`src/hdl/acd_map.vh`:
```
// Constants for the accumulator datapath: opcodes, flag positions, reset values
`ifndef ACD_MAP_VH
`define ACD_MAP_VH
// ==========================================================
// Operation codes
`define ACD_OP_NOP      5'h00
`define ACD_OP_MOV_AI   5'h01
`define ACD_OP_MOV_MA   5'h02
`define ACD_OP_MOV_AM   5'h03
`define ACD_OP_MOV_AIO  5'h04
`define ACD_OP_MOV_IOA  5'h05
`define ACD_OP_TLOAD    5'h06
`define ACD_OP_TSTORE   5'h07
`define ACD_OP_IDX_RD   5'h08
`define ACD_OP_IDX_WR   5'h09
`define ACD_OP_XCH      5'h0A
`define ACD_OP_PUSHF    5'h0B
`define ACD_OP_POPF     5'h0C
`define ACD_OP_ADD_AI   5'h0D
`define ACD_OP_ADD_AM   5'h0E
`define ACD_OP_ADD_MA   5'h0F
`define ACD_OP_ADDC_AM  5'h10
`define ACD_OP_ADDC_MA  5'h11
`define ACD_OP_ADDC_A   5'h12
`define ACD_OP_ADDC_M   5'h13
`define ACD_OP_NADD_AM  5'h14
`define ACD_OP_NADD_MA  5'h15
`define ACD_OP_SUB_AI   5'h16
`define ACD_OP_SUB_AM   5'h17
`define ACD_OP_SUB_MA   5'h18
`define ACD_OP_SUBC_AM  5'h19
`define ACD_OP_SUBC_MA  5'h1A
`define ACD_OP_SUBC_A   5'h1B
`define ACD_OP_SUBC_M   5'h1C
`define ACD_OP_INC_M    5'h1D
`define ACD_OP_DEC_M    5'h1E
`define ACD_OP_CLR_M    5'h1F
// ==========================================================
// Flag byte bit positions
`define ACD_FLAG_Z   0
`define ACD_FLAG_C   1
`define ACD_FLAG_AC  2
`define ACD_FLAG_OV  3
// ==========================================================
// Reset values, steps and the bit-operand address limit
`define ACD_ACC_RST   8'h00
`define ACD_FLAG_RST  4'h0
`define ACD_PP_RST    8'h00
`define ACD_PP_STEP   8'h02
`define ACD_BIT_LIMIT 8'h3F
`endif

```
`src/hdl/acd_datapath.v`:
```
// Accumulator datapath with four-flag ALU and data transfer operations
`timescale 1ns/1ps
`include "acd_map.vh"
module acd_datapath #(
  parameter DW = 8,
  parameter TW = 16
) (
  // Clock and reset
  input wire clock,
  input wire rst,
  // Instruction issue
  input wire op_valid,
  input wire [4:0] op_code,
  input wire [DW-1:0] op_imm,
  input wire [DW-1:0] op_addr,
  output wire op_busy,
  output reg op_done,
  // Operand inputs
  input wire [DW-1:0] mem_rdata,
  input wire [DW-1:0] mem_rdata_hi,
  input wire [DW-1:0] io_rdata,
  input wire [TW-1:0] timer_value,
  // Memory and I/O writes
  output reg mem_we,
  output reg mem_we_hi,
  output reg [DW-1:0] mem_waddr,
  output reg [DW-1:0] mem_wdata,
  output reg [DW-1:0] mem_wdata_hi,
  output reg io_we,
  output reg [DW-1:0] io_wdata,
  output reg timer_we,
  output reg [TW-1:0] timer_wdata,
  // Indirect read address request
  output reg ind_req,
  output reg [DW-1:0] ind_addr,
  // Architectural state
  output reg [DW-1:0] working_register,
  output reg [DW-1:0] push_pointer,
  output wire result_null_bit,
  output wire unsigned_out_bit,
  output wire half_byte_out_bit,
  output wire signed_range_bit,
  output wire bit_addr_ok
);
  // ==========================================================
  // State
  localparam ST_IDLE = 2'b01;
  localparam ST_IND = 2'b10;
  reg [1:0] st_q;         // Indirect sequencer
  reg [4:0] pend_op_q;    // Indirect operation in flight
  reg [3:0] flag_q;       // Z, C, AC, OV
  assign result_null_bit = flag_q[`ACD_FLAG_Z];
  assign unsigned_out_bit = flag_q[`ACD_FLAG_C];
  assign half_byte_out_bit = flag_q[`ACD_FLAG_AC];
  assign signed_range_bit = flag_q[`ACD_FLAG_OV];
  // Advisory only: the core must not issue bit ops above this address
  assign bit_addr_ok = (op_addr <= `ACD_BIT_LIMIT);
  // New ops are refused while the indirect move finishes
  assign op_busy = (st_q == ST_IND);
  // ==========================================================
  // Adder operand selection
  reg [DW-1:0] opa;       // First addend
  reg [DW-1:0] opb;       // Second addend, already inverted for subtract
  reg cin;                // Carry into bit 0
  reg is_sub;             // Carry flag reported as borrow
  reg is_alu;             // Arithmetic writes all flags
  reg to_mem;             // Result goes to memory instead of register
  always @* begin
    opa = working_register;
    opb = {DW{1'b0}};
    cin = 1'b0;
    is_sub = 1'b0;
    is_alu = 1'b1;
    to_mem = 1'b0;
    case (op_code)
      `ACD_OP_ADD_AI: begin
        opb = op_imm;
      end
      `ACD_OP_ADD_AM: begin
        opb = mem_rdata;
      end
      `ACD_OP_ADD_MA: begin
        opb = mem_rdata;
        to_mem = 1'b1;
      end
      `ACD_OP_ADDC_AM: begin
        opb = mem_rdata;
        cin = unsigned_out_bit;
      end
      `ACD_OP_ADDC_MA: begin
        opb = mem_rdata;
        cin = unsigned_out_bit;
        to_mem = 1'b1;
      end
      `ACD_OP_ADDC_A: begin
        cin = unsigned_out_bit;
      end
      `ACD_OP_ADDC_M: begin
        opa = mem_rdata;
        cin = unsigned_out_bit;
        to_mem = 1'b1;
      end
      `ACD_OP_NADD_AM: begin
        // Destination is the register: memory minus register
        opa = mem_rdata;
        opb = ~working_register;
        cin = 1'b1;
        is_sub = 1'b1;
      end
      `ACD_OP_NADD_MA: begin
        opb = ~mem_rdata;
        cin = 1'b1;
        is_sub = 1'b1;
        to_mem = 1'b1;
      end
      `ACD_OP_SUB_AI: begin
        opb = ~op_imm;
        cin = 1'b1;
        is_sub = 1'b1;
      end
      `ACD_OP_SUB_AM: begin
        opb = ~mem_rdata;
        cin = 1'b1;
        is_sub = 1'b1;
      end
      `ACD_OP_SUB_MA: begin
        opa = mem_rdata;
        opb = ~working_register;
        cin = 1'b1;
        is_sub = 1'b1;
        to_mem = 1'b1;
      end
      `ACD_OP_SUBC_AM: begin
        // Carry in of 1 minus borrow folds the extra subtract in
        opb = ~mem_rdata;
        cin = ~unsigned_out_bit;
        is_sub = 1'b1;
      end
      `ACD_OP_SUBC_MA: begin
        opa = mem_rdata;
        opb = ~working_register;
        cin = ~unsigned_out_bit;
        is_sub = 1'b1;
        to_mem = 1'b1;
      end
      `ACD_OP_SUBC_A: begin
        opb = {DW{1'b1}};
        cin = ~unsigned_out_bit;
        is_sub = 1'b1;
      end
      `ACD_OP_SUBC_M: begin
        opa = mem_rdata;
        opb = {DW{1'b1}};
        cin = ~unsigned_out_bit;
        is_sub = 1'b1;
        to_mem = 1'b1;
      end
      `ACD_OP_INC_M: begin
        opa = mem_rdata;
        cin = 1'b1;
        to_mem = 1'b1;
      end
      `ACD_OP_DEC_M: begin
        // Decrement is add of all ones, carry reported as borrow
        opa = mem_rdata;
        opb = {DW{1'b1}};
        is_sub = 1'b1;
        to_mem = 1'b1;
      end
      default: begin
        is_alu = 1'b0;
      end
    endcase
  end
  // ==========================================================
  // Adder and flag generation
  wire [4:0] lo_sum;      // Low nibble with its carry out
  wire [DW:0] full_sum;   // Whole byte with its carry out
  wire [DW-1:0] alu_res;
  wire [3:0] alu_flags;
  assign lo_sum = {1'b0, opa[3:0]} + {1'b0, opb[3:0]} + {4'h0, cin};
  assign full_sum = {1'b0, opa} + {1'b0, opb} + {{DW{1'b0}}, cin};
  assign alu_res = full_sum[DW-1:0];
  assign alu_flags[`ACD_FLAG_Z] = (alu_res == {DW{1'b0}});
  // Subtract reports borrow, the inverse of the adder carry
  assign alu_flags[`ACD_FLAG_C] = full_sum[DW] ^ is_sub;
  assign alu_flags[`ACD_FLAG_AC] = lo_sum[4] ^ is_sub;
  // Same-sign addends giving an opposite-sign sum
  assign alu_flags[`ACD_FLAG_OV] = (opa[DW-1] == opb[DW-1]) &&
                                   (alu_res[DW-1] != opa[DW-1]);
  // ==========================================================
  // Architectural update
  always @(posedge clock or posedge rst) begin
    if (rst) begin
      st_q <= ST_IDLE;
      pend_op_q <= `ACD_OP_NOP;
      flag_q <= `ACD_FLAG_RST;
      working_register <= `ACD_ACC_RST;
      push_pointer <= `ACD_PP_RST;
      op_done <= 1'b0;
      mem_we <= 1'b0;
      mem_we_hi <= 1'b0;
      mem_waddr <= {DW{1'b0}};
      mem_wdata <= {DW{1'b0}};
      mem_wdata_hi <= {DW{1'b0}};
      io_we <= 1'b0;
      io_wdata <= {DW{1'b0}};
      timer_we <= 1'b0;
      timer_wdata <= {TW{1'b0}};
      ind_req <= 1'b0;
      ind_addr <= {DW{1'b0}};
    end else begin
      // Strobes last one cycle
      op_done <= 1'b0;
      mem_we <= 1'b0;
      mem_we_hi <= 1'b0;
      io_we <= 1'b0;
      timer_we <= 1'b0;
      ind_req <= 1'b0;
      case (st_q)
        ST_IND: begin
          // Second cycle: pointed location is now on mem_rdata
          if (pend_op_q == `ACD_OP_IDX_RD) begin
            working_register <= mem_rdata;
          end else begin
            mem_we <= 1'b1;
            mem_waddr <= ind_addr;
            mem_wdata <= working_register;
          end
          op_done <= 1'b1;
          st_q <= ST_IDLE;
        end
        default: begin
          if (op_valid) begin
            op_done <= 1'b1;
            mem_waddr <= op_addr;
            if (is_alu) begin
              flag_q <= alu_flags;
              if (to_mem) begin
                mem_we <= 1'b1;
                mem_wdata <= alu_res;
              end else begin
                working_register <= alu_res;
              end
            end else begin
              case (op_code)
                `ACD_OP_MOV_AI: begin
                  working_register <= op_imm;
                end
                `ACD_OP_MOV_MA: begin
                  mem_we <= 1'b1;
                  mem_wdata <= working_register;
                end
                `ACD_OP_MOV_AM: begin
                  working_register <= mem_rdata;
                  flag_q[`ACD_FLAG_Z] <= (mem_rdata == {DW{1'b0}});
                end
                `ACD_OP_MOV_AIO: begin
                  working_register <= io_rdata;
                  flag_q[`ACD_FLAG_Z] <= (io_rdata == {DW{1'b0}});
                end
                `ACD_OP_MOV_IOA: begin
                  io_we <= 1'b1;
                  io_wdata <= working_register;
                end
                `ACD_OP_TLOAD: begin
                  // Low byte at the word address, high byte after it
                  mem_we <= 1'b1;
                  mem_we_hi <= 1'b1;
                  mem_wdata <= timer_value[DW-1:0];
                  mem_wdata_hi <= timer_value[TW-1:DW];
                end
                `ACD_OP_TSTORE: begin
                  timer_we <= 1'b1;
                  timer_wdata <= {mem_rdata_hi, mem_rdata};
                end
                `ACD_OP_IDX_RD, `ACD_OP_IDX_WR: begin
                  // First cycle fetches the pointer held in the word
                  ind_addr <= mem_rdata;
                  ind_req <= 1'b1;
                  pend_op_q <= op_code;
                  op_done <= 1'b0;
                  st_q <= ST_IND;
                end
                `ACD_OP_XCH: begin
                  working_register <= mem_rdata;
                  mem_we <= 1'b1;
                  mem_wdata <= working_register;
                end
                `ACD_OP_PUSHF: begin
                  mem_waddr <= push_pointer;
                  mem_we <= 1'b1;
                  mem_we_hi <= 1'b1;
                  mem_wdata <= working_register;
                  mem_wdata_hi <= {{(DW-4){1'b0}}, flag_q};
                  push_pointer <= push_pointer + `ACD_PP_STEP;
                end
                `ACD_OP_POPF: begin
                  // Core presents the bytes at pointer minus two
                  push_pointer <= push_pointer - `ACD_PP_STEP;
                  working_register <= mem_rdata;
                  flag_q <= mem_rdata_hi[3:0];
                end
                `ACD_OP_CLR_M: begin
                  mem_we <= 1'b1;
                  mem_wdata <= {DW{1'b0}};
                end
                default: begin // Unknown codes pulse done and load mem_waddr only
                end
              endcase
            end
          end
        end
      endcase
    end
  end
endmodule

```
`config.mk`:
```
export PLATFORM = sky130hd
export DESIGN_NAME = acd_datapath
export DESIGN_NICKNAME = d
export VERILOG_FILES = /design/src/hdl/acd_datapath.v
export VERILOG_INCLUDE_DIRS = /design/src /design/src/hdl
export SDC_FILE = /design/constraint.sdc
export NUM_CORES = 1
export LEC_CHECK = 0
export BUFFER_PORTS_ARGS = -buffer_cell sky130_fd_sc_hd__buf_2
export CAP_MARGIN = 10
export CORE_AREA = 2 2 150 93
export CTS_CLUSTER_DIAMETER = 60
export DETAILED_ROUTE_END_ITERATION = 10
export DIE_AREA = 0 0 152 95
export GPL_TIMING_DRIVEN = 0
export PLACE_DENSITY = 0.69
export SETUP_SLACK_MARGIN = 0.02
export SLEW_MARGIN = 30
export SYNTH_ARGS = -nofsm -noshare
export SYNTH_HDL_FRONTEND = slang
export SYNTH_SLANG_ARGS = --single-unit
```
`constraint.sdc`:
```
create_clock -name clock -period 8.7 [get_ports clock]
set_input_delay 1.74 -clock clock [delete_from_list [all_inputs] [get_ports clock]]
set_output_delay 1.74 -clock clock [all_outputs]
set_load 0.02 [all_outputs]
```
Word level (Yosys, flattened, before mapping)
Index checks and enable logic that the tools add are counted.

$lt $le $gt $ge: 1. Reduce and logical (&&, ||, !) cells: 39. Equality and inequality tests: 40. Add/subtract/negate cells: 6. Muxes and demuxes: 58. Bitwise gates (word level): 8.

Operators with widths (number): $mux W8 (16); $eq A5 B5 Y1 const B (16); $pmux W8 S3 (2); $pmux W8 S6 (1); $eq A5 B4 Y1 const B (9); $pmux W8 S2 (2); $mux W1 (29); $reduce_and A4 Y1 (7); $logic_not A8 Y1 (3); $not A8 Y8 (3); $eq A5 B3 Y1 const B (4); $reduce_or A18 Y1 (1); $reduce_or A3 Y1 (5); $reduce_or A4 Y1 (3); $eq A5 B2 Y1 const B (2); $reduce_bool A2 Y1 (5); $reduce_bool A5 Y1 (2); $reduce_or A10 Y1 (1); $add A8 B8 Y9 (1); $add A9 B1 Y9 (1); $reduce_and A3 Y1 (3); $reduce_or A9 Y1 (1); $add A8 B2 Y8 const B (1); $le A8 B6 Y1 const B (1); 24 further kinds (33).

Logic and storage cells: 170. Bits of input ports: 64. Register bits: 89. Output and inout port bits: 84.

Logic depth before layout (Yosys ltp)
Gate-level depths: netlist of run 1.

Word-level depth: 9. Gate-level depth with buffers: 16. Gate-level depth less buffers: 14.

Worst setup path before layout of run 1
No wires, ideal clock.

Path kind: input -> register. Start point: input port op_code[2]. End point: register mem_wdata[6]. Setup time: 0.125 ns. Arrival: 4.729 ns. Stages on the path: 14. Slack: 3.846 ns. Path through: buf_2 > buf_1 > nor3_1 > nand2_1 > o21ai_0 > a221oi_1 > fa_1 > fa_1 > nor2b_1 > o21ai_0 > a211oi_1 > nor2_1 > a221o_1 > mux2_2.

Word-level cells in the longest chain between the ends: 9. Elaborated cells on any way between the ends: 49. Classes of those cells: 2 x add/sub; 24 x eq/ne; 10 x mux; 13 x reduce/logical.

Ends and longest elaborated chain: start, declared (line acd_datapath.v:13) `input wire [4:0] op_code,`; $eq A5 B5 Y1 / $eq A5 B4 Y1 (equally long branches) (line acd_datapath.v:75) `case (op_code)`; $reduce_or A4 Y1 (no source line) (tied with other cells); $pmux W8 S6 / $mux W8 (equally long branches) (line acd_datapath.v:75); $add A8 B8 Y9 (line acd_datapath.v:182) `assign full_sum = {1'b0, opa} + {1'b0, opb} + {{DW{1'b0}}, cin};`; $add A9 B1 Y9 (line acd_datapath.v:182); $mux W8 (line acd_datapath.v:239) `if (to_mem) begin`; $mux W8 (line acd_datapath.v:237) `if (is_alu) begin`; $mux W8 (line acd_datapath.v:234) `if (op_valid) begin`; $mux W8 (line acd_datapath.v:220) `case (st_q)`; end signal, assigned (line acd_datapath.v:228) `mem_wdata <= working_register;`; end signal, assigned (line acd_datapath.v:241) `mem_wdata <= alu_res;`; end signal, assigned (line acd_datapath.v:252) `mem_wdata <= working_register;`; end, declared (line acd_datapath.v:27) `output reg [DW-1:0] mem_wdata,`.

Several ways; a longest one is shown, not always the timed one. The select of a mux whose other input is x is not followed. A chain may end at the register's enable or synchronous reset.

Final worst setup path of run 1
Ends and elaborated chain as after synthesis.

==> out/qor.txt, run 1 <==
=====================================================================================
Most used flip-flop cell after synthesis ...............................      dfrtp_1
Relative max-transition margin .........................................        37.7%
PnR worst setup slack ..................................................      2.83 ns
Worst-Skew Late Latency ................................................      0.35 ns
Count of hold buffers inserted by post-cts repair ......................            0
Worst Hold Slack .......................................................     0.477 ns
Max Cap Violations .....................................................            0
Ordered list of cells on the worst path ................................ buf_2, buf_2, buf_1, nor3_1, nand2_1, o21ai_0, a221oi_1, fa_1, fa_1, nor2b_1, o21ai_0, a211oi_1, nor2_1, a221o_1, mux2_2
First-pass GRT wire length .............................................      30.4 mm
TritonCTS clock tree ...................................................          yes
Netlist cell types .....................................................           82
Diodes inserted ........................................................            0
Combined area of all synthesized cells .................................    5790 um^2
Number of instances in the synthesized netlist .........................          667
Classification of the worst-slack hold path ............................   reg -> reg
Boundary Pins ..........................................................          148
DP Wirelength ..........................................................      14.8 mm
Share of synthesized area spent on multiplexers ........................        7.37%
Rows ...................................................................           33
Hold Fails Final Rpt ...................................................            0
Peak supply drop .......................................................     0.134 mV
Pin slew with the least headroom to its limit ..........................     0.933 ns
WL per Instance ........................................................      19.6 um
Number of nets in the synthesized netlist ..............................          746
Share of the synthesized netlist area taken by xor and xnor gates ......        1.66%
Number of cells upsized or downsized after cts .........................            0
Maximum clock path buffer count ........................................            2
Area growth from synthesis to final layout .............................        21.6%
Chip Width .............................................................       152 um
Number of antenna violations at the first check in global routing ......            0
Count of yosys warnings during synthesis ...............................            0
Combined global-route utilization of all metal layers ..................        27.3%
Simple-gate area share of the yosys netlist ............................        21.1%
Status ................................................................. finished, final reports clean
Post-Route Setup TNS ...................................................         0 ns
Vias/cell ..............................................................         5.92
Post-synth ARST share ..................................................         100%
Post-CTS setup buffers .................................................            0
FF+latch count, synth ..................................................           88
Number of port buffers .................................................          140
Vias post-DR ...........................................................         5913
Worst Setup Path Type ..................................................    in -> reg
Initial core utilization ...............................................        43.7%
Combinational family with the most area after synthesis ................ compound AO/OA/AOI/OAI gates
Placer's final routability congestion estimate .........................        0.988
Clock-pin slew on the worst setup and hold paths .......................      0.07 ns
Core outline area ......................................................   13300 um^2
Num CTS Buffers ........................................................            9
Fin crit period ........................................................      5.87 ns
Compound-cell area share of the yosys netlist ..........................        23.0%
Adder-cell share of the synthesized area ...............................        3.63%
Arrival time at the worst endpoint .....................................      6.11 ns
Launching element type of the critical path ............................    input pin
Number of routed nets with antenna violations ..........................            0
Grt total ovfl .........................................................            0
Number of H-tree branching levels ......................................            3
Most frequent standard cell in the layout excluding fill and tap cells .        buf_2
Filler cells ...........................................................         1255
Top achievable clock speed .............................................    0.170 GHz
Die Height .............................................................        95 um
Largest net degree at the start of global routing ......................           62
Leakage power figure ...................................................      3.53 nW
Layout Nets ............................................................          898
Unrepaired setup endpoints after global routing ........................        false
Share of layout cells above drive strength 1 ...........................        27.2%
Most frequent cells in the layout ...................................... buf_2, nand2_1, dfrtp_1
CTS Root Cell ..........................................................    clkbuf_16
Number of enable flip-flop cells after synthesis .......................            0
Vias in the first global route .........................................         5395
Register area share after synthesis ....................................        38.0%
Number of DRC markers after the initial detailed-route iteration .......          596
Pre-CTS setup slack ....................................................      2.66 ns
Finish-stage setup viols ...............................................            0
Worst-path fanout max ..................................................           10
Die area ...............................................................   14400 um^2
Power per Cell Area ....................................................  248 nW/um^2
Synthesized area divided by synthesized cell count .....................    8.68 um^2
Number of placed instances, taps included ..............................          983
First-pass DRT Iterations ..............................................            5
CTS sink cnt ...........................................................           88
Post-route DRC .........................................................            0
Data required, critical path ...........................................      8.94 ns
Slowest stage delay, CP ................................................      0.73 ns
Final std cells w/o fill ...............................................          999
Worst Skew .............................................................   0.00799 ns
Type of element capturing the critical path ............................    flip-flop
Critical-path top delay cell ...........................................       nor3_1
Post-route fraction of the period consumed by the critical path ........        67.5%
Aggregate routed wire length ...........................................      19.6 mm
Final count of pins violating max slew .................................            0
=====================================================================================
[per-stage QoR]
| stage | instance area, um^2 | util, % | total power, mW |
|---|---|---|---|
| after global routing | 7040 | 53.1 | 1.85 |
| after floorplan | 5790 | - | 1.08 |
| final | 7040 | 53.1 | 1.75 |
| after global placement | 6710 | 50.6 | 1.34 |
| after detailed placement | 6750 | 50.9 | 1.35 |
| after CTS | 7040 | 53.1 | 1.74 |
[cell usage after synthesis, types with 11 or more instances]
cell	instances	area share, %
o21ai_0	68	5.9
a21oi_1	32	2.8
nor3_1	15	1.3
inv_1	21	1.4
nand2b_1	11	1.2
clkbuf_1	17	1.1
dfrtp_1	87	38
nand2_1	143	9.3
nor2_1	26	1.7
buf_2	12	1.0
nand3_1	17	1.5
ha_1	12	2.6
mux2_2	16	3.1
a22oi_1	15	1.9
mux2i_1	19	3.3
[registers in the layout, summed over array words and instances, names as in the netlist, 2 cells and up]
name,cells
working_register,8
pend_op_q,5
push_pointer,7
st_q,2
io_wdata,8
flag_q,4
mem_waddr,8
ind_addr,8
mem_wdata,8
timer_wdata,16
mem_wdata_hi,8
[area by class of cell]
type / instances / area [um^2] / area share (%)
flip-flops and latches: 88 / 2200 / 31.3
clock buffers: 11 / 253 / 3.59
inverters: 23 / 91.3 / 1.30
clock inverters: 5 / 38.8 / 0.551
multi-input cells: 516 / 3300 / 46.8
plain buffers: 40 / 213 / 3.02
well taps: 175 / 219 / 3.11
repair buffers: 141 / 728 / 10.3
[final timing paths]
check | from | endpoint | slack (ns) | depth (start not counted)
max | op_code[2] | mem_wdata[6] | 2.83 | 15
min | pend_op_q[4] | pend_op_q[4] | 0.48 | 1
max reg2reg | flag_q[1] | mem_wdata[6] | 4.89 | 12
min reg2reg | pend_op_q[4] | pend_op_q[4] | 0.48 | 1
max in group asynchronous | rst | st_q[0] | 6.76 | 3
min in group asynchronous | rst | mem_wdata[4] | 1.35 | 2
[per-layer routing]
metal  part of all wire, %  global-route usage [%]  vias to the layer above
met5                     0                       0                        -
met1                    48                    42.4                     2814
met2                    39                    37.0                      371
met3                    13                    8.31                       24
met4                   1.2                    5.30                        0
li1                      -                       -                     2704
[worst max-delay path: cells and delay by family]
family	cells	cell delay, ns
AO/OA/AOI/OAI	5	1.29
adder cells (fa/ha/maj)	2	0.91
buffers and inverters	3	0.63
multiplexers	1	0.25
AND/OR/NAND/NOR	4	1.26
[logic make-up after synthesis]
| kind of cell | after synthesis |
|---|---|
| simple gates | 258 |
| buf+inv | 63 |
| compound gates | 191 |
| mux | 40 |
| other cells | 1 |
| fa+ha+maj | 15 |
| flops | 88 |
| xor+xnor | 11 |
[report_power, final]
group	total [mW]	switching (mW)	leakage [nW]	internal [mW]
clock network	0.387	0.176	0.143	0.212
logic	0.743	0.463	2.27	0.280
registers	0.617	0.103	1.11	0.513
(Power assumes the default switching activity.)
==> run 2: changes to the inputs <==
--- a/config.mk
+++ b/config.mk
@@ -6,14 +6,15 @@
 export SDC_FILE = /design/constraint.sdc
 export NUM_CORES = 1
 export LEC_CHECK = 0
+export ABC_AREA = 1
 export BUFFER_PORTS_ARGS = -buffer_cell sky130_fd_sc_hd__buf_2
 export CAP_MARGIN = 10
-export CORE_AREA = 2 2 150 93
+export CORE_AREA = 2 2 149 93
 export CTS_CLUSTER_DIAMETER = 60
 export DETAILED_ROUTE_END_ITERATION = 10
-export DIE_AREA = 0 0 152 95
+export DIE_AREA = 0 0 151 95
 export GPL_TIMING_DRIVEN = 0
-export PLACE_DENSITY = 0.69
+export PLACE_DENSITY = 0.71
 export SETUP_SLACK_MARGIN = 0.02
 export SLEW_MARGIN = 30
 export SYNTH_ARGS = -nofsm -noshare
==> constraint.sdc (replaced) <==
create_clock -name clock -period 4.95 [get_ports clock]
set_input_delay 0.99 -clock clock [delete_from_list [all_inputs] [get_ports clock]]
set_output_delay 0.99 -clock clock [all_outputs]
set_load 0.02 [all_outputs]
==> run 2 against run 1 <==
Against the previous run: non-clock buffer count shrank 14; combinational power grew 88%; register-to-register slack lost 2.9 ns; total power grew 89%; sequential share of layout area is the same; design area is the same; synthesized cell count grew 18%; worst hold slack lost 0.022 ns; critical path depth grew 6; largest power group unchanged; highest routed layer unchanged.
==> out/qor.txt, run 2 <==
=====================================================================================
Number of routed nets with antenna violations ..........................            0
Filler cells ...........................................................         1349
Worst reg2reg path startpoint .......................................... working_register[0]
Internal ...............................................................      1.87 mW
Worst Setup Path Type ..................................................    in -> reg
Sequential group share of total power ..................................        32.8%
Number of port buffers .................................................          142
Boundary Pins ..........................................................          148
Data required, critical path ...........................................      5.24 ns
Vias in the first global route .........................................         5433
Area share of the leading cell type in the synthesized netlist .........        38.0%
Netlist cell types .....................................................           45
Number of H-tree branching levels ......................................            3
Worst-path fanout max ..................................................           10
CTS Root Cell ..........................................................    clkbuf_16
PnR worst setup slack ..................................................     0.547 ns
Worst-Skew Late Latency ................................................      0.35 ns
Count of hold buffers inserted by post-cts repair ......................            0
Maximum clock path buffer count ........................................            2
Sw frac ................................................................        43.3%
Rows ...................................................................           33
Top cells by count, synth .............................................. nand2_1, dfrtp_1, o21ai_0, nand3_1, inv_1
Die area ...............................................................   14300 um^2
Post-route fraction of the period consumed by the critical path ........        89.0%
Max Cap Violations .....................................................            0
Total power ............................................................      3.30 mW
Leading post-synthesis cells by cell area .............................. dfrtp_1, nand2_1, o21ai_0
Classification of the worst-slack hold path ............................   reg -> reg
Combined area of all synthesized cells .................................    5730 um^2
Number of DRC markers after the initial detailed-route iteration .......          479
Synthesized area divided by synthesized cell count .....................    7.26 um^2
Critical path capture point ............................................ mem_wdata[6]
Num CTS Buffers ........................................................            9
Worst Hold Slack .......................................................     0.455 ns
Pin slew with the least headroom to its limit ..........................     0.758 ns
Dominant cell type by area after synthesis .............................      dfrtp_1
Post-synth ARST share ..................................................         100%
Switching Power ........................................................      1.43 mW
Worst setup path startpoint ............................................   op_code[4]
Number of placed instances, taps included ..............................         1108
Placer's final routability congestion estimate .........................         1.04
Largest net degree at the start of global routing ......................           60
Layout Nets ............................................................         1023
Number of nets in the synthesized netlist ..............................          869
Worst Skew .............................................................   0.00774 ns
Final std cells w/o fill ...............................................         1124
Post-route DRC .........................................................            0
Number of enable flip-flop cells after synthesis .......................            0
DP Wirelength ..........................................................      15.7 mm
First-pass DRT Iterations ..............................................            5
Most used flip-flop cell after synthesis ...............................      dfrtp_1
First-pass GRT wire length .............................................      30.6 mm
Most frequent cells in the layout ...................................... nand2_1, buf_2, dfrtp_1
Clock-pin slew on the worst setup and hold paths .......................      0.07 ns
Fin crit period ........................................................      4.40 ns
Number of flip-flops under the largest register name ...................           16
CTS sink cnt ...........................................................           88
Pre-CTS setup slack ....................................................     0.354 ns
Grt total ovfl .........................................................            0
Aggregate routed wire length ...........................................      20.1 mm
Number of instances in the synthesized netlist .........................          790
TritonCTS clock tree ...................................................          yes
Count of yosys warnings during synthesis ...............................            0
Power per Cell Area ....................................................  469 nW/um^2
Arrival time at the worst endpoint .....................................      4.69 ns
Core outline area ......................................................   13100 um^2
Most frequent standard cell in the layout excluding fill and tap cells .      nand2_1
Largest reg by FF count ................................................  timer_wdata
R2R depth ..............................................................           15
R2r endpoint ........................................................... mem_wdata[6]
Internal reg-to-reg setup slack ........................................      1.99 ns
Relative max-transition margin .........................................        49.5%
Launching element type of the critical path ............................    input pin
Peak supply drop .......................................................     0.200 mV
Final count of pins violating max slew .................................            0
Diodes inserted ........................................................            0
Finish-stage setup viols ...............................................            0
Leakage power figure ...................................................      3.83 nW
Hold Fails Final Rpt ...................................................            0
Initial core utilization ...............................................        43.7%
Status ................................................................. finished, final reports clean
WL per Instance ........................................................      17.9 um
Combined global-route utilization of all metal layers ..................        28.7%
Post-Route Setup TNS ...................................................         0 ns
Register area share after synthesis ....................................        38.4%
Post-CTS setup buffers .................................................            0
Chip Width .............................................................       151 um
Vias/cell ..............................................................         5.35
Share of layout cells above drive strength 1 ...........................        24.1%
Number of antenna violations at the first check in global routing ......            0
Type of element capturing the critical path ............................    flip-flop
Area growth from synthesis to final layout .............................        22.9%
Combinational fraction of design power .................................        42.4%
Unrepaired setup endpoints after global routing ........................        false
Die Height .............................................................        95 um
Library cell with the highest instance count after synthesis ...........      nand2_1
Fraction of power consumed by the clock network ........................        24.8%
FF+latch count, synth ..................................................           88
Vias post-DR ...........................................................         6018
Number of cells upsized or downsized after cts .........................            0
Top achievable clock speed .............................................    0.227 GHz
=====================================================================================
## run 2: cell count changes after synthesis, moves of 16 or more
cell | previous run | this run
nor2_1 | 26 | 49
nand3_1 | 17 | 73
inv_1 | 21 | 70
mux2_2 | 16 | 0
nand2_1 | 143 | 251
mux2i_1 | 19 | 0
## run 2: kinds of logic after synthesis
family	after synthesis	share of synthesized area, %
buf+inv	111	8.47
flops	88	38.4
compound gates	145	14.4
simple gates	424	34.1
fa+ha+maj	15	3.67
xor+xnor	6	0.917
other cells	1	0.0654
## run 2: how the worst min path moves through the flow
stage,endpoint,from,slack (ns),depth (start not counted)
finish,pend_op_q[3],pend_op_q[3],0.45,2
global placement,pend_op_q[3],pend_op_q[3],0.43,2
floorplan,pend_op_q[3],pend_op_q[3],0.42,2
global route,pend_op_q[3],pend_op_q[3],0.47,2
detailed placement,pend_op_q[3],pend_op_q[3],0.44,2
CTS,pend_op_q[3],pend_op_q[3],0.46,2
## run 2: cell type report
type                            count  area, um^2  area share, %
Multi-Input combinational cell    591        3040           43.2
Tap cell                          175         219           3.11
Sequential cell                    88        2200           31.3
Clock inverter                      7         125           1.78
Clock buffer                        9         225           3.20
Inverter                           87         337           4.78
Timing Repair Buffer              143         738           10.5
Buffer                             24         154           2.18
## run 2: routing by layer
layer  vias to the layer above  wire length, um  GRT usage, %
li1                       2901                -             -
met1                      2754             9730          44.5
met3                        24             2620          11.1
met2                       339             7520          37.2
met5                         -                0             0
met4                         0              232          5.37
## run 2: metrics by stage
| stage | area (um^2) | util [%] |
|---|---|---|
| floorplan | 5730 | - |
| global placement | 6660 | 50.7 |
| detailed placement | 6690 | 51.0 |
| CTS | 7040 | 53.6 |
| global route | 7040 | 53.6 |
| finish | 7040 | 53.6 |
## run 2: critical path, cell delays in order
cell and delay [ns]:
buf_2 0.11, buf_6 0.14, nand3_2 0.12, inv_2 0.06
nand2_1 0.05, o21ai_0 0.16, nor2_1 0.37, clkbuf_1 0.42
o21ai_0 0.25, fa_1 0.50, fa_1 0.41, nand3b_1 0.20
nand2_1 0.19, nand2_1 0.10, nand2_1 0.07, nand2_1 0.05
nand2_1 0.08, nand3_1 0.12, nand3_1 0.17, nand2_1 0.07
nand2_1 0.05
## run 2: power groups by stage
stage                     Sequential [mW]  Combinational, mW  Clock (mW)
final                                1.08               1.40       0.820
after global routing                 1.11               1.53       0.852
after global placement               1.09               1.36           0
after CTS                            1.08               1.38       0.829
after detailed placement             1.09               1.37           0
after floorplan                      1.28              0.682           0
==> run 3: changes to the inputs <==
--- a/config.mk
+++ b/config.mk
@@ -9,12 +9,12 @@
 export ABC_AREA = 1
 export BUFFER_PORTS_ARGS = -buffer_cell sky130_fd_sc_hd__buf_2
 export CAP_MARGIN = 10
-export CORE_AREA = 2 2 149 93
+export CORE_AREA = 2 2 169 105
 export CTS_CLUSTER_DIAMETER = 60
 export DETAILED_ROUTE_END_ITERATION = 10
-export DIE_AREA = 0 0 151 95
+export DIE_AREA = 0 0 171 107
 export GPL_TIMING_DRIVEN = 0
-export PLACE_DENSITY = 0.71
+export RECOVER_POWER = 25
 export SETUP_SLACK_MARGIN = 0.02
 export SLEW_MARGIN = 30
 export SYNTH_ARGS = -nofsm -noshare
==> run 3 against run 2 <==
Against the previous run: the flow now finishes with violations (max-capacitance violations, max-slew violations); clock power down 7.1%; non-clock buffer count unchanged; die area grew 28%; design area grew 0.41%; global-route usage fell by 5.1 points; total power shrank 1.4%; utilization shrank 11 points; critical endpoint unchanged; largest cell class unchanged; highest routed layer unchanged.
==> out/qor.txt, run 3 (synthesis results as in run 2) <==
=====================================================================================
Ordered list of cells on the worst path ................................ buf_4, inv_2, nand3_2, inv_2, nand2_1, nand2_2, nor2_1, clkbuf_1, o21ai_0, fa_1, fa_1, nand3b_1, nand2_1, nand2_1, nand2_1, nand2_1, nand2_1, nand3_1, nand3_1, nand2_1, nand2_1
Internal reg-to-reg setup slack ........................................      1.89 ns
Max Cap Violations .....................................................            1
First-pass DRT Iterations ..............................................            5
Post-route DRC .........................................................            0
Relative max-transition margin .........................................       -75.5%
Most frequent standard cell in the layout excluding fill and tap cells .      nand2_1
R2R depth ..............................................................           15
Hold path startpoint ................................................... pend_op_q[3]
Final std cells w/o fill ...............................................         1183
Post-CTS setup buffers .................................................            0
Share of layout cells above drive strength 1 ...........................        23.8%
Number of DRC markers after the initial detailed-route iteration .......          570
Clock-pin slew on the worst setup and hold paths .......................      0.07 ns
Data required, critical path ...........................................      5.25 ns
Post-route fraction of the period consumed by the critical path ........        90.4%
Met3 WL post-DR ........................................................      2.39 mm
Pin slew with the least headroom to its limit ..........................      2.63 ns
Worst-Skew Late Latency ................................................      0.36 ns
Rows ...................................................................           37
Type of element capturing the critical path ............................    flip-flop
WL per Instance ........................................................      18.0 um
Largest reg by FF count ................................................  timer_wdata
Diodes inserted ........................................................            0
Vias post-DR ...........................................................         6060
Number of placed instances, taps included ..............................         1167
DP Wirelength ..........................................................      16.7 mm
Area growth from synthesis to final layout .............................        23.4%
Fin crit period ........................................................      4.47 ns
Vias/cell ..............................................................         5.12
Hold Fails Final Rpt ...................................................            0
Critical path buffer and inverter count ................................            4
CTS Root Cell ..........................................................    clkbuf_16
Power per Cell Area ....................................................  461 nW/um^2
Finish-stage setup viols ...............................................            0
Peak supply drop .......................................................     0.161 mV
Endpoint, Worst Hold ................................................... pend_op_q[3]
Vias in the first global route .........................................         5584
Boundary Pins ..........................................................          148
Unrepaired setup endpoints after global routing ........................        false
Most Frequent Cell on Critical Path ....................................      nand2_1
Hold path depth ........................................................            2
First-pass GRT wire length .............................................      32.4 mm
Leakage power figure ...................................................      3.82 nW
CTS sink cnt ...........................................................           88
TritonCTS clock tree ...................................................          yes
Number of H-tree branching levels ......................................            3
Critical-path top delay cell ...........................................         fa_1
Violations in the final reports ........................................ max-capacitance violations, max-slew violations
Most frequent cells in the layout ...................................... nand2_1, buf_2, dfrtp_1
Largest net degree at the start of global routing ......................           59
Number of antenna violations at the first check in global routing ......            1
Worst-path fanout max ..................................................           10
Die area ...............................................................   18300 um^2
Number of flip-flops under the largest register name ...................           16
Worst Setup Path Type ..................................................    in -> reg
Worst Skew .............................................................    0.0114 ns
Slowest stage delay, CP ................................................      0.51 ns
Num CTS Buffers ........................................................            9
Arrival time at the worst endpoint .....................................      4.77 ns
Layout Nets ............................................................         1023
Top metal layer carrying routed signals ................................         met4
Count of hold buffers inserted by post-cts repair ......................            0
Initial core utilization ...............................................        34.2%
Maximum clock path buffer count ........................................            2
Critical path's top delay family ....................................... simple AND/OR/NAND/NOR gates
Post-Route Setup TNS ...................................................         0 ns
Number of routed nets with antenna violations ..........................            0
Status ................................................................. finished, violations left
R2r endpoint ........................................................... mem_wdata[6]
Placer's final routability congestion estimate .........................        0.961
Die Height .............................................................       107 um
Worst reg2reg path startpoint .......................................... working_register[0]
Chip Width .............................................................       171 um
Top achievable clock speed .............................................    0.224 GHz
Grt total ovfl .........................................................            0
Combined global-route utilization of all metal layers ..................        23.6%
Launching element type of the critical path ............................    input pin
M1 wire length .........................................................      11.0 mm
Routed wire length on met2 .............................................      7.69 mm
Aggregate routed wire length ...........................................      21.2 mm
Core outline area ......................................................   16800 um^2
Final count of pins violating max slew .................................           59
Number of cells upsized or downsized after cts .........................            0
Number of port buffers .................................................          142
Classification of the worst-slack hold path ............................   reg -> reg
=====================================================================================
[run 3: metal layers]
layer | vias to the layer above | GRT usage [%]
met5 | - | 0
met4 | 0 | 3.51
met3 | 16 | 6.94
met2 | 300 | 30.0
met1 | 2824 | 38.5
li1 | 2920 | -
[run 3: worst max-delay path by stage]
stage / start / to / slack, ns / cells past startpoint
2_1_floorplan: op_code[2] / flag_q[0] / 1.12 / 22
3_3_place_gp: op_code[2] / mem_wdata[6] / 0.25 / 20
3_5_place_dp: op_code[2] / mem_wdata[6] / 0.34 / 21
4_1_cts: op_code[2] / mem_wdata[6] / 0.66 / 21
5_1_grt: rst / timer_wdata[1] / 0.14 / 3
6_report: op_code[2] / mem_wdata[6] / 0.48 / 21
[run 3: worst register-to-register path, cell delays in order (launching register included)]
cell,delay (ns)
dfrtp_1,0.47
inv_1,0.19
nand2_1,0.09
o21ai_0,0.13
fa_1,0.51
fa_1,0.44
nand3b_1,0.21
nand2_1,0.20
nand2_1,0.10
nand2_1,0.07
nand2_1,0.05
nand2_1,0.07
nand3_1,0.15
nand3_1,0.20
nand2_1,0.07
nand2_1,0.05
[run 3: where the power goes]
group	leakage [nW]	switching [mW]	total (mW)	internal, mW
combinational	2.55	0.955	1.41	0.458
sequential	1.11	0.169	1.08	0.915
clock	0.157	0.303	0.762	0.459
[run 3: per-stage QoR]
| step | worst slack [ns] | hold WS [ns] | power (mW) | area, um^2 | utilization [%] |
|---|---|---|---|---|---|
| floorplan | 1.12 | 0.423 | 1.96 | 5730 | - |
| global placement | 0.253 | 0.436 | 2.47 | 6740 | 40.2 |
| detailed placement | 0.339 | 0.440 | 2.48 | 6770 | 40.4 |
| CTS | 0.663 | 0.457 | 3.25 | 7090 | 42.3 |
| global route | 0.145 | 0.473 | 3.45 | 7070 | 42.2 |
| finish | 0.476 | 0.462 | 3.26 | 7070 | 42.2 |
[run 3: area by class of cell]
class / count / area, um^2
clock buffer: 12 / 246
clock inverter: 4 / 77.6
inverter: 87 / 333
timing repair buffer: 143 / 723
sequential: 88 / 2200
multi-input combinational: 591 / 3040
fill: 1786 / 9690
tap: 234 / 293
buffer: 24 / 154
